[src/shared/bcsr_params.svh]
// Holds the register map, field positions, reset values and clock figures
// of the bridge control and status register bank.
// Assumes it is included by bare name from the package and the modules.
`ifndef BCSR_PARAMS_SVH
`define BCSR_PARAMS_SVH

// ==========================================================================
// Register offsets
`define BCSR_OFS_DATA_BYTE2   8'h4d
`define BCSR_OFS_DATA_BYTE3   8'h4e
`define BCSR_OFS_CONTROL      8'h4f
`define BCSR_OFS_STATUS       8'h50
`define BCSR_OFS_IRQ_STATUS   8'h58
`define BCSR_OFS_IRQ_MASK     8'h59
`define BCSR_OFS_WINDOW_CTL   8'h5a

// ==========================================================================
// Control register fields
`define BCSR_CTL_CEC_SRC      4
`define BCSR_CTL_CEC_EN       3
`define BCSR_CTL_CLEAR        2
`define BCSR_CTL_RELOAD       1
`define BCSR_CTL_DDC_BLOCK    0

// ==========================================================================
// Status register fields
`define BCSR_STS_POWER        7
`define BCSR_STS_RX_IRQ       6
`define BCSR_STS_PROT_IRQ     5
`define BCSR_STS_INIT_DONE    4
`define BCSR_STS_REMOTE_LOAD  3
`define BCSR_STS_CFG_DONE     2
`define BCSR_STS_CONFIG_CHECKSUM_OK    1
`define BCSR_STS_IDENT_CKSUM  0

// ==========================================================================
// Interrupt status and mask fields
`define BCSR_IRQ_INIT_DONE    0
`define BCSR_IRQ_CFG_DONE     1
`define BCSR_IRQ_REMOTE_LOAD  2
`define BCSR_IRQ_CKSUM        3
`define BCSR_IRQ_RX           4
`define BCSR_IRQ_PROT         5
`define BCSR_IRQ_POWER        6
`define BCSR_IRQ_USED         8'h7f

// ==========================================================================
// Window control fields
`define BCSR_WIN_READ_START   0

// ==========================================================================
// Reset values
`define BCSR_RST_DATA         8'h00
`define BCSR_RST_STATUS       8'h03
`define BCSR_RST_IRQ_MASK     8'h00

// ==========================================================================
// Clock figures
`define BCSR_CEC_HZ           32768
`define BCSR_EXT_OSC_HZ       25000000
`define BCSR_INT_REF_HZ       25000000
`define BCSR_ACC_W            24

`endif

[src/shared/bcsr_pkg.sv]
// Holds the types shared by the bridge control and status register bank.
// Assumes bcsr_params.svh is on the include path.
`include "bcsr_params.svh"

package bcsr_pkg;

    // ======================================================================
    // Common types
    typedef logic [7:0] bcsr_byte_t;
    typedef logic [7:0] bcsr_addr_t;

    // Source selection of the consumer electronics control clock.
    typedef enum logic {
        BCSR_CEC_SRC_INTERNAL,
        BCSR_CEC_SRC_EXTERNAL
    } bcsr_cec_src_e;

endpackage
[src/shared/bcsr_cec_if.sv]
// Carries the control and output of the control clock generator.
// Assumes both ends run on core_clk.
`timescale 1ns/1ps

interface bcsr_cec_if;
    import bcsr_pkg::*;

    logic          enable;   // Generation enable.
    bcsr_cec_src_e source;   // Reference source.
    logic          cec_clk;  // Generated clock.

    modport ctrl (output enable, output source, input cec_clk);
    modport gen  (input enable, input source, output cec_clk);
endinterface

[src/rtl/bcsr_cec_gen.sv]
// Generates the 32.768 kHz control clock by a phase accumulator.
// Assumes core_clk is the 25 MHz external oscillator and int_ref_tick is a
// one-cycle pulse from on-chip logic at the internal reference rate.
`timescale 1ns/1ps
`include "bcsr_params.svh"

module bcsr_cec_gen #(
    parameter int ACC_W = `BCSR_ACC_W
) (
    input  wire logic core_clk,     // Core clock, 25 MHz.
    input  wire logic arst_n,       // Asynchronous reset, active low.
    input  wire logic int_ref_tick, // Internal reference tick.
    bcsr_cec_if.gen   cec           // Control and clock output.
);
    import bcsr_pkg::*;

    // ======================================================================
    // Increment per reference edge
    function automatic logic [ACC_W-1:0] bcsr_inc(input longint ref_hz);
        longint num;
        num = longint'(`BCSR_CEC_HZ) << ACC_W;
        return ACC_W'(num / ref_hz);
    endfunction

    localparam logic [ACC_W-1:0] INC_EXT = bcsr_inc(`BCSR_EXT_OSC_HZ);
    localparam logic [ACC_W-1:0] INC_INT = bcsr_inc(`BCSR_INT_REF_HZ);

    typedef struct packed {
        logic [ACC_W-1:0] acc;
        logic             clk_out;
    } bcsr_gen_s;

    bcsr_gen_s st_q;
    bcsr_gen_s st_d;

    // ======================================================================
    // Next state
    // Accumulates on the selected reference; held at zero when disabled.
    always_comb begin
        st_d = st_q;
        if (!cec.enable) begin
            st_d.acc = '0;
        end else if (cec.source == BCSR_CEC_SRC_EXTERNAL) begin
            st_d.acc = st_q.acc + INC_EXT;
        end else if (int_ref_tick) begin
            st_d.acc = st_q.acc + INC_INT;
        end
        st_d.clk_out = st_d.acc[ACC_W-1];
    end

    // Registers the state.
    always_ff @(posedge core_clk or negedge arst_n) begin
        if (!arst_n) begin
            st_q <= '0;
        end else begin
            st_q <= st_d;
        end
    end

    assign cec.cec_clk = st_q.clk_out;

endmodule // bcsr_cec_gen

[src/rtl/bcsr_top.sv]
// Holds the bridge control and status register bank with its interrupt.
// Assumes a simple register port on core_clk, pins for power detect and the
// mode strap, and event pulses from the initialisation engine on core_clk.
//
// Summary of operation
// - Bytes 2 and 3 stored, reset zero.
// - Control bit 4 picks control clock source.
// - Control bit 3 enables control clock generation.
// - Clear needs reload written together; self-clears.
// - Control bit 1 starts reload; self-clears.
// - Bit 0 blocks channel access, strap-captured.
// - Status bit 7 shows source power.
// - Status bit 6 shows receiver interrupt pending.
// - Status bit 5 shows protection interrupt pending.
// - Bits 2 then 4 mark configuration, initialisation.
// - Status bit 3 marks remote identification load.
// - Status bit 1 holds configuration checksum result.
// - Status bit 0 holds identification checksum result.
// - Read start loads window bytes, self-clears.
// - Any enabled interrupt status bit drives interrupt pin.
`timescale 1ns/1ps
`include "bcsr_params.svh"

module bcsr_top (
    input  wire logic         core_clk,              // Core clock, 25 MHz.
    input  wire logic         arst_n,                // Async reset, low.
    input  wire logic [7:0]   reg_addr,              // Register address.
    input  wire logic [7:0]   reg_wdata,             // Write data.
    input  wire logic         reg_wr,                // Write strobe.
    input  wire logic         reg_rd,                // Read strobe.
    output logic [7:0]        reg_rdata,             // Read data, next cycle.
    input  wire logic         source_power_input,    // Source power pin.
    input  wire logic         mode_strap_pin0,       // Mode strap pin.
    input  wire logic         rx_irq_pending,        // Receiver irq level.
    input  wire logic         protect_irq_pending,   // Protection irq level.
    input  wire logic         cfg_done_pulse,        // Configuration done.
    input  wire logic         init_done_pulse,       // Initialisation done.
    input  wire logic         remote_load_pulse,     // Remote load done.
    input  wire logic         config_checksum_ok_valid,       // Config result strobe.
    input  wire logic         config_checksum_ok_pass,        // Config result.
    input  wire logic         ident_cksum_valid,     // Ident result strobe.
    input  wire logic         ident_cksum_pass,      // Ident result.
    input  wire logic         reload_done_pulse,     // Reload finished.
    input  wire logic         win_read_done,         // Window read finished.
    input  wire logic [15:0]  win_read_data,         // Window bytes 3:2.
    input  wire logic         int_ref_tick,          // Internal clock tick.
    output logic              cec_clk,               // Control clock out.
    output logic              ident_sram_reload_req, // Reload request.
    output logic              ident_sram_clear_req,  // Clear request.
    output logic              ident_ddc_access_block,// Channel access block.
    output logic              win_read_start,        // Window read request.
    output logic              interrupt_out_n        // Interrupt, low.
);
    import bcsr_pkg::*;

    // ======================================================================
    // State
    typedef struct packed {
        logic       pwr_s1;
        logic       pwr_s2;
        logic       pwr_prev;
        logic       strap_s1;
        logic       strap_s2;
        logic [1:0] strap_taken;
        logic       rx_prev;
        logic       prot_prev;
        bcsr_byte_t data2;
        bcsr_byte_t data3;
        logic       cec_src;
        logic       cec_en;
        logic       clear_bit;
        logic       reload_bit;
        logic       ddc_block;
        bcsr_byte_t status;
        bcsr_byte_t irq_sts;
        bcsr_byte_t irq_mask;
        logic       read_start;
        bcsr_byte_t rdata;
        logic       irq_n;
        logic       cec_clk;
    } bcsr_state_s;

    bcsr_state_s st_q;
    bcsr_state_s st_d;

    // Reset image of the state.
    localparam bcsr_state_s RST_STATE = '{
        pwr_s1:      1'b0,
        pwr_s2:      1'b0,
        pwr_prev:    1'b0,
        strap_s1:    1'b0,
        strap_s2:    1'b0,
        strap_taken: 2'h0,
        rx_prev:     1'b0,
        prot_prev:   1'b0,
        data2:       `BCSR_RST_DATA,
        data3:       `BCSR_RST_DATA,
        cec_src:     1'b0,
        cec_en:      1'b0,
        clear_bit:   1'b0,
        reload_bit:  1'b0,
        ddc_block:   1'b0,
        status:      `BCSR_RST_STATUS,
        irq_sts:     8'h00,
        irq_mask:    `BCSR_RST_IRQ_MASK,
        read_start:  1'b0,
        rdata:       8'h00,
        irq_n:       1'b1,
        cec_clk:     1'b0
    };

    // ======================================================================
    // Address decode
    function automatic logic bcsr_hit(input bcsr_addr_t a,
                                      input bcsr_addr_t ofs);
        return a == ofs;
    endfunction

    logic wr_data2;
    logic wr_data3;
    logic wr_ctl;
    logic wr_irq_sts;
    logic wr_irq_mask;
    logic wr_win;

    // Qualifies each register write by its offset.
    assign wr_data2    = reg_wr && bcsr_hit(reg_addr, `BCSR_OFS_DATA_BYTE2);
    assign wr_data3    = reg_wr && bcsr_hit(reg_addr, `BCSR_OFS_DATA_BYTE3);
    assign wr_ctl      = reg_wr && bcsr_hit(reg_addr, `BCSR_OFS_CONTROL);
    assign wr_irq_sts  = reg_wr && bcsr_hit(reg_addr, `BCSR_OFS_IRQ_STATUS);
    assign wr_irq_mask = reg_wr && bcsr_hit(reg_addr, `BCSR_OFS_IRQ_MASK);
    assign wr_win      = reg_wr && bcsr_hit(reg_addr, `BCSR_OFS_WINDOW_CTL);

    // ======================================================================
    // Control clock generator
    bcsr_cec_if cec_if ();

    // Drives the generator from the control register.
    assign cec_if.enable = st_q.cec_en;
    assign cec_if.source = bcsr_cec_src_e'(st_q.cec_src);

    bcsr_cec_gen u_cec_gen (
        .core_clk     (core_clk),
        .arst_n       (arst_n),
        .int_ref_tick (int_ref_tick),
        .cec          (cec_if.gen)
    );

    // ======================================================================
    // Register views
    logic [7:0] ctl_view;
    logic [7:0] win_view;
    logic [7:0] irq_evt;

    // Composes the control and window views; reserved bits stay zero.
    always_comb begin
        ctl_view = 8'h00;
        ctl_view[`BCSR_CTL_CEC_SRC]   = st_q.cec_src;
        ctl_view[`BCSR_CTL_CEC_EN]    = st_q.cec_en;
        ctl_view[`BCSR_CTL_CLEAR]     = st_q.clear_bit;
        ctl_view[`BCSR_CTL_RELOAD]    = st_q.reload_bit;
        ctl_view[`BCSR_CTL_DDC_BLOCK] = st_q.ddc_block;
        win_view = 8'h00;
        win_view[`BCSR_WIN_READ_START] = st_q.read_start;
    end

    // Collects the one-cycle events that set interrupt status bits.
    always_comb begin
        irq_evt = 8'h00;
        irq_evt[`BCSR_IRQ_INIT_DONE]   = init_done_pulse;
        irq_evt[`BCSR_IRQ_CFG_DONE]    = cfg_done_pulse;
        irq_evt[`BCSR_IRQ_REMOTE_LOAD] = remote_load_pulse;
        irq_evt[`BCSR_IRQ_CKSUM]       = config_checksum_ok_valid
                                       | ident_cksum_valid;
        irq_evt[`BCSR_IRQ_RX]          = rx_irq_pending & ~st_q.rx_prev;
        irq_evt[`BCSR_IRQ_PROT]        = protect_irq_pending
                                       & ~st_q.prot_prev;
        irq_evt[`BCSR_IRQ_POWER]       = st_q.pwr_s2 ^ st_q.pwr_prev;
    end

    // ======================================================================
    // Next state
    always_comb begin
        st_d = st_q;

        // Two flip-flops on the power and strap pins before any logic reads them.
        st_d.pwr_s1   = source_power_input;
        st_d.pwr_s2   = st_q.pwr_s1;
        st_d.pwr_prev = st_q.pwr_s2;
        st_d.strap_s1 = mode_strap_pin0;
        st_d.strap_s2 = st_q.strap_s1;
        st_d.rx_prev  = rx_irq_pending;
        st_d.prot_prev = protect_irq_pending;

        // Strap captured once, after the synchroniser fills.
        if (st_q.strap_taken != 2'h3) begin
            st_d.strap_taken = st_q.strap_taken + 2'h1;
        end
        if (st_q.strap_taken == 2'h2) begin
            st_d.ddc_block = st_q.strap_s2;
        end

        if (wr_data2) begin
            st_d.data2 = reg_wdata;
        end
        if (wr_data3) begin
            st_d.data3 = reg_wdata;
        end

        if (win_read_done) begin
            st_d.data2 = win_read_data[7:0];
            st_d.data3 = win_read_data[15:8];
            st_d.read_start = 1'b0;
        end
        if (wr_win && reg_wdata[`BCSR_WIN_READ_START]) begin
            st_d.read_start = 1'b1;
        end

        if (reload_done_pulse) begin
            st_d.reload_bit = 1'b0;
            st_d.clear_bit  = 1'b0;
        end

        // Control writes; bit 0 and reserved bits are not writable.
        if (wr_ctl) begin
            st_d.cec_src    = reg_wdata[`BCSR_CTL_CEC_SRC];
            st_d.cec_en     = reg_wdata[`BCSR_CTL_CEC_EN];
            st_d.reload_bit = reg_wdata[`BCSR_CTL_RELOAD]
                            | st_d.reload_bit;
            st_d.clear_bit  = (reg_wdata[`BCSR_CTL_CLEAR]
                            & reg_wdata[`BCSR_CTL_RELOAD])
                            | st_d.clear_bit;
        end

        st_d.status[`BCSR_STS_POWER]     = st_q.pwr_s2;
        st_d.status[`BCSR_STS_RX_IRQ]    = rx_irq_pending;
        st_d.status[`BCSR_STS_PROT_IRQ]  = protect_irq_pending;

        if (cfg_done_pulse) begin
            st_d.status[`BCSR_STS_CFG_DONE] = 1'b1;
        end
        if (init_done_pulse) begin
            st_d.status[`BCSR_STS_INIT_DONE] = 1'b1;
        end
        if (remote_load_pulse) begin
            st_d.status[`BCSR_STS_REMOTE_LOAD] = 1'b1;
        end
        if (config_checksum_ok_valid) begin
            st_d.status[`BCSR_STS_CONFIG_CHECKSUM_OK] = config_checksum_ok_pass;
        end
        if (ident_cksum_valid) begin
            st_d.status[`BCSR_STS_IDENT_CKSUM] = ident_cksum_pass;
        end

        // Interrupt status: write one clears, a new event wins.
        if (wr_irq_sts) begin
            st_d.irq_sts = st_q.irq_sts & ~reg_wdata;
        end
        st_d.irq_sts = (st_d.irq_sts | irq_evt) & `BCSR_IRQ_USED;
        if (wr_irq_mask) begin
            st_d.irq_mask = reg_wdata & `BCSR_IRQ_USED;
        end

        st_d.irq_n = ~|(st_d.irq_sts & st_d.irq_mask);

        st_d.rdata = 8'h00;
        if (reg_rd) begin
            case (reg_addr)
                `BCSR_OFS_DATA_BYTE2: st_d.rdata = st_q.data2;
                `BCSR_OFS_DATA_BYTE3: st_d.rdata = st_q.data3;
                `BCSR_OFS_CONTROL:    st_d.rdata = ctl_view;
                `BCSR_OFS_STATUS:     st_d.rdata = st_q.status;
                `BCSR_OFS_IRQ_STATUS: st_d.rdata = st_q.irq_sts;
                `BCSR_OFS_IRQ_MASK:   st_d.rdata = st_q.irq_mask;
                `BCSR_OFS_WINDOW_CTL: st_d.rdata = win_view;
                default:              st_d.rdata = 8'h00;
            endcase
        end

        // Retimes the generated clock so the output leaves a flop.
        st_d.cec_clk = cec_if.cec_clk;
    end

    // ======================================================================
    // State register
    always_ff @(posedge core_clk or negedge arst_n) begin
        if (!arst_n) begin
            st_q <= RST_STATE;
        end else begin
            st_q <= st_d;
        end
    end

    // ======================================================================
    // Outputs, all straight from flops
    assign reg_rdata              = st_q.rdata;
    assign cec_clk                = st_q.cec_clk;
    assign ident_sram_reload_req  = st_q.reload_bit;
    assign ident_sram_clear_req   = st_q.clear_bit;
    assign ident_ddc_access_block = st_q.ddc_block;
    assign win_read_start         = st_q.read_start;
    assign interrupt_out_n        = st_q.irq_n;

endmodule // bcsr_top

[config.mk]
export PLATFORM = sky130hd
export DESIGN_NAME = bcsr_top
export DESIGN_NICKNAME = d
export VERILOG_FILES = /design/src/shared/bcsr_pkg.sv /design/src/shared/bcsr_cec_if.sv /design/src/rtl/bcsr_cec_gen.sv /design/src/rtl/bcsr_top.sv
export VERILOG_INCLUDE_DIRS = /design/src /design/src/shared
export SDC_FILE = /design/constraint.sdc
export NUM_CORES = 1
export LEC_CHECK = 0
export ABC_AREA = 1
export BUFFER_PORTS_ARGS = -buffer_cell sky130_fd_sc_hd__buf_2
export CAP_MARGIN = 15
export CORE_AREA = 2 2 114 116
export DETAILED_ROUTE_END_ITERATION = 8
export DIE_AREA = 0 0 116 118
export GPL_TIMING_DRIVEN = 0
export HOLD_SLACK_MARGIN = 0.06
export SETUP_SLACK_MARGIN = 0.4
export SYNTH_ARGS = -nofsm -noshare
export SYNTH_HDL_FRONTEND = slang
export SYNTH_SLANG_ARGS = --single-unit
[constraint.sdc]
create_clock -name core_clk -period 3.45 [get_ports core_clk]
set_input_delay 0.69 -clock core_clk [delete_from_list [all_inputs] [get_ports core_clk]]
set_output_delay 0.69 -clock core_clk [all_outputs]
set_load 0.02 [all_outputs]
==> results of run 1 <==
[through the flow]
| stage | area [sq um] | std cells | worst slack [ns] |
|---|---|---|---|
| 2_1_floorplan | 4260 | 540 | 1.74 |
| 3_5_place_dp | 4820 | 775 | 1.20 |
| 3_3_place_gp | 4790 | 774 | 0.967 |
| 4_1_cts | 5100 | 791 | 1.55 |
| 6_report | 5100 | 791 | 1.60 |
| 5_1_grt | 5100 | 791 | 1.41 |
[per-layer routing]
| metal | vias to the layer above | global-route usage, % |
|---|---|---|
| met3 | 16 | 3.81 |
| met5 | - | 0 |
| met1 | 1793 | 22.5 |
| li1 | 1905 | - |
| met2 | 108 | 27.4 |
| met4 | 0 | 5.43 |
[registers in the layout, indices dropped and copies added, names as in the netlist]
register	cells
ident_sram_clear_req	1
st_q	41
cec_if.source	1
u_cec_gen.st_q	23
interrupt_out_n	1
win_read_start	1
st_d	3
reg_rdata	8
cec_if.enable	1
cec_clk	1
ident_sram_reload_req	1
ident_ddc_access_block	1
[critical path, stage by stage]
cell     delay, ns
buf_2         0.09
inv_1         0.07
nand2_2       0.13
nor3_2        0.61
nor2_1        0.08
nand4_1       0.09
nand2_1       0.14
a21oi_1       0.19
[worst paths after layout]
check	start	endpoint	slack, ns
hold reg to reg	st_d[60]	st_q[60]	0.36
max in group asynchronous	arst_n	st_q[27]	2.61
min in group core_clk	st_d[60]	st_q[60]	0.36
setup reg to reg	u_cec_gen.st_q[2]	u_cec_gen.st_q[24]	1.71
hold / removal	arst_n	u_cec_gen.st_q[13]	0.20
setup / recovery	reg_addr[7]	reg_rdata[1]	1.60
[placed cells by master (no fill, tap or decap), types with 3 or more instances in the layout]
cell type,count
inv_1,63
or2_2,3
nand2_1,123
o22ai_1,6
clkbuf_16,9
a31oi_1,4
nand3_1,23
nor3_1,16
nand2_2,10
o21ai_1,8
nor2_1,54
o211ai_1,4
buf_4,9
nand4_1,14
inv_2,6
dfstp_2,3
nand3b_1,3
o21ai_0,31
dfrtp_1,80
ha_1,3
buf_2,63
clkbuf_1,9
a21oi_1,48
[power by group]
part,total (mW),switching [mW],internal [mW]
logic,0.827,0.536,0.290
clock network,0.912,0.387,0.525
registers,1.29,0.143,1.15
total,3.03,1.07,1.96
[cell families (layout without fill, tap and decap cells)]
| logic type | Yosys count | after routing | share of synthesized area (%) |
|---|---|---|---|
| AND/OR/NAND/NOR | 255 | 255 | 27.1 |
| AO/OA/AOI/OAI | 106 | 106 | 13.4 |
| buffers and inverters | 89 | 168 | 8.78 |
| flip-flops | 83 | 83 | 48.8 |
| adder cells (fa/ha/maj) | 3 | 3 | 0.881 |
| XOR/XNOR | 2 | 2 | 0.411 |
| multiplexers | 2 | 2 | 0.528 |
[synth_stat cells, drive strengths merged]
master	instances
nand2	133
dfrtp	80
inv	69
nor2	57
a21oi	48
o21ai	41
nand3	25
nor3	18
nand4	14
buf	11
clkbuf	8
o22ai	6
a31oi	4
o211ai	4
dfstp	3
ha	3
nand3b	3
or2	3
mux2	2
xnor2	2
and3	1
clkinv	1
nor3b	1
o211a	1
o2bb2ai	1
o32ai	1
[layout make-up]
cell class / instances / share of cell area, %
clock buffers: 12 / 5.03
plain buffers: 19 / 2.18
inverters: 70 / 5.15
flip-flops and latches: 83 / 40.8
multi-input cells: 368 / 35.4
repair buffers: 63 / 6.67
well taps: 172 / 4.22
clock inverters: 4 / 0.491
==> impl_metrics.tcl, run 1 <==
set metrics [dict create \
    hold_ws_ns 0.201 \
    p_leak_nw 2.55 \
    slew_violations 0 \
    seqCellArea_sq_mm 0.00208 \
    grt_pass1_wl_um 18100 \
    ir_drop_mv 0.273 \
    clock_sinks 83 \
    finalClockSkew_ns 0.00504 \
    grt.overflow.total 0 \
    finalSetupViolCount 0 \
    viasPerCell 4.83 \
    rows 41 \
    hold_violations 0 \
    yosysTopAreaCell "dfrtp_1" \
    pwr_density_cell_mw_per_mm2 594 \
    yosys_warnings 0 \
    grt_pass1_vias 3681 \
    crit_fanout 9 \
    syn_avg_cell_area_sq_um 7.89 \
    required_ns 3.70 \
    core-area_sq_mm 0.0124 \
    dp_hpwl_um 8350 \
    ys_ff_latch 83 \
    drt_iter0_markers 263 \
    die-area_sq_mm 0.0137 \
    num_io_pins 64 \
    synthTopCellsByArea "dfrtp_1 (47%), nand2_1 (11%), a21oi_1 (5.6%)" \
    wl_met1_um 4900 \
    finalPower_mw 3.03 \
    drc 0 \
    crit_arrival_ns 2.10 \
    dr_wl_met3_um 590 \
    io_buffers 62 \
    vias 3822 \
    fill_cells 1328 \
    insertion_delay_ns 0.34 \
    synth.distinct_cells 39 \
    end_kind "flip-flop" \
    tns_ns 0 \
    critical_path_class "in -> reg" \
    area_growth_pct 19.6 \
    netlist_area_sq_mm 0.00426 \
    highest_layer "met4" \
    met2_length_um 5320 \
    rsz0062_at_grt "false" \
    period_needed_ns 1.85 \
    cts_resized 0 \
    h-tree-depth 3 \
    hold_class "in -> async" \
    run_status "complete, no violations" \
    start_util_pct 34.3 \
    die_w_um 116 \
    clk_pin_slew_ns 0.06 \
    cts_setup_buffers 0 \
    fp.dieH_um 118 \
    post_drt_wl_per_cell_um 13.9 \
    clockRootBuffer "clkbuf_16" \
    antenna_cells 0 \
    multiInputGateArea_sq_mm 0.00181 \
    cp-start-kind "primary input" \
    post-route-util_pct 41.1 \
    drt_wl_total_um 11000 \
    antenna_found_initial 0 \
    antenna_left 0 \
    synth_seq_area_share_pct 48.8 \
    final_nets 667 \
    tightest_slew_ns 0.677 \
    syn_nets 593 \
    final_layout_size_suffix_gt1_share_pct 19.7 \
    r2r_cells 12 \
    max_freq_mhz 540 \
    synth.top_cell.area_share_pct 47.0 \
    gp_congestion 0.913 \
    grt_max_degree 72 \
    drv_cap 0 \
    numCtsBuffers 9 \
    slew_headroom_pct 54.6 \
    finalCritPeriodShare_pct 53.6 \
    cts_tree "built" \
    ctsHoldBuffers 0 \
    postSynthCellCount 540 \
    grt_usage_pct 17.0 \
    cts_buffer_depth 2 \
    first_pass_iters 6 \
]
(Power assumes the default switching activity.)
==> inputs of run 2 (changes only) <==
- clock period: 3.45 -> 1.6 ns (I/O delays scaled with it)
==> run 2 against run 1 <==
  * Flip-flop and latch count unchanged
  * Wire length increased by 19%
  * Die area is the same
  * Final cell count increased by 7.1%
  * Utilization is 11 points higher
  * Critical endpoint is now u_cec_gen.st_q[18]
==> impl_metrics.tcl, run 2 (same netlist as run 1, synthesis figures left out) <==
set metrics [dict create \
    cp-start-kind "flip-flop" \
    core-area_sq_mm 0.0124 \
    gp_congestion 0.862 \
    postPlaceCellArea_sq_mm 0.00495 \
    layout_commonest_cell "nand2_1" \
    run_status "complete, no violations" \
    numCtsBuffers 9 \
    grt_usage_pct 19.0 \
    drt_wl_total_um 13200 \
    antenna_cells 0 \
    clockRootBuffer "clkbuf_16" \
    die-area_sq_mm 0.0137 \
    hold_violations 0 \
    final_layout_size_suffix_gt1_share_pct 45.0 \
    grt_max_degree 55 \
    period_needed_ns 1.50 \
    final_nets 723 \
    place_inst 775 \
    post-route-util_pct 52.5 \
    first_pass_iters 5 \
    tightest_slew_ns 0.460 \
    hold_class "in -> reg" \
    drc 0 \
    p_leak_nw 3.09 \
    cts_buffer_depth 2 \
    grt.overflow.total 0 \
    io_buffers 62 \
    insertion_delay_ns 0.34 \
    worst_slack_ns 0.0954 \
    h-tree-depth 3 \
    finalCritPeriodShare_pct 94.0 \
    num_io_pins 64 \
    place_ws_ns -0.111 \
    max_freq_mhz 665 \
    fp.dieH_um 118 \
    finalSetupViolCount 0 \
    grt_pass1_wl_um 20300 \
    slew_violations 0 \
    slew_headroom_pct 69.3 \
    pwr_density_cell_mw_per_mm2 1270 \
    rsz0062_at_grt "true" \
    largest_register_ffs 41 \
    finalNonFillerCells 847 \
    vias 4213 \
    die_w_um 116 \
    end_kind "flip-flop" \
    largest-register "st_q" \
    start_util_pct 34.3 \
    antenna_found_initial 0 \
    clk_pin_slew_ns 0.06 \
    clock_sinks 83 \
    antenna_left 0 \
    critical_path_class "reg -> reg" \
    design_area_sq_mm 0.00652 \
    drv_cap 0 \
    finalPower_mw 8.31 \
    rows 41 \
    area_growth_pct 53.0 \
    grt_pass1_vias 4103 \
    crit_fanout 4 \
    ir_drop_mv 0.523 \
    required_ns 1.83 \
    post_drt_wl_per_cell_um 15.5 \
    finalClockSkew_ns 0.00714 \
    final_cell_mix "nand2_1 (89), dfrtp_1 (77), inv_1 (50)" \
    viasPerCell 4.97 \
    cts_tree "built" \
    dp_hpwl_um 8560 \
    crit_arrival_ns 1.74 \
    drt_iter0_markers 298 \
]
==> run 2: critical path, stage by stage (launching register included) <==
cell      delay [ns]
dfrtp_1         0.40
inv_2           0.07
ha_4            0.17
inv_4           0.06
nand2_4         0.05
nand3_4         0.08
nand3b_1        0.09
o211ai_1        0.20
nand3_1         0.15
nand2_1         0.08
nor2_1          0.04
==> run 2: layout make-up <==
class                      instances  area [sq um]
buffer                            19           190
clock buffer                      10           239
clock inverter                     6          70.1
fill                            1118          5890
inverter                          70           309
multi-input combinational        368          2440
sequential                        83          2080
tap                              172           215
timing repair buffer             117           957
timing repair inverter             2          12.5
==> run 2: report_power, final <==
part           leakage, nW  switching (mW)  internal, mW
Combinational         1.96            1.90          1.41
Sequential           0.978           0.366          2.48
Clock                0.154           0.893          1.27
Total                 3.09            3.15          5.15
==> run 2: routing by layer <==
metal	vias to the layer above	routed length [um]	track usage [%]
met5	-	0	0
met4	0	208	5.13
met3	20	725	4.74
met2	151	6700	31.1
met1	2000	5520	25.0
li1	2042	-	-
==> run 2: worst paths after layout <==
| check | start | end | slack [ns] | cells past startpoint |
|---|---|---|---|---|
| min in group asynchronous | arst_n | u_cec_gen.st_q[8] | 0.44 | 2 |
| worst min register to register | st_d[60] | st_q[60] | 0.35 | 0 |
| max in group asynchronous | arst_n | st_q[28] | 0.54 | 3 |
| worst min-delay path | source_power_input | st_d[63] | 0.08 | 1 |
| worst max-delay path | u_cec_gen.st_q[2] | u_cec_gen.st_q[18] | 0.1 | 10 |
| worst max register to register | u_cec_gen.st_q[2] | u_cec_gen.st_q[18] | 0.1 | 10 |
==> run 2: through the flow <==
| stage | hold WS [ns] | setup TNS, ns |
|---|---|---|
| 6_report | 0.0797 | 0 |
| 5_1_grt | 0.0710 | -0.0499 |
| 4_1_cts | 0.0639 | 0 |
| 3_5_place_dp | 0.292 | -0.716 |
| 3_3_place_gp | 0.335 | -41.36 |
| 2_1_floorplan | 0.0244 | 0 |
==> run 2: timing repair <==
item,in CTS,in global routing
gates resized for setup,111,129
pin swaps,40,46
hold buffers,1,1
buffers inserted,28,21
hold endpoints to repair,29,1
gates cloned,2,3
setup endpoints to repair,58,70
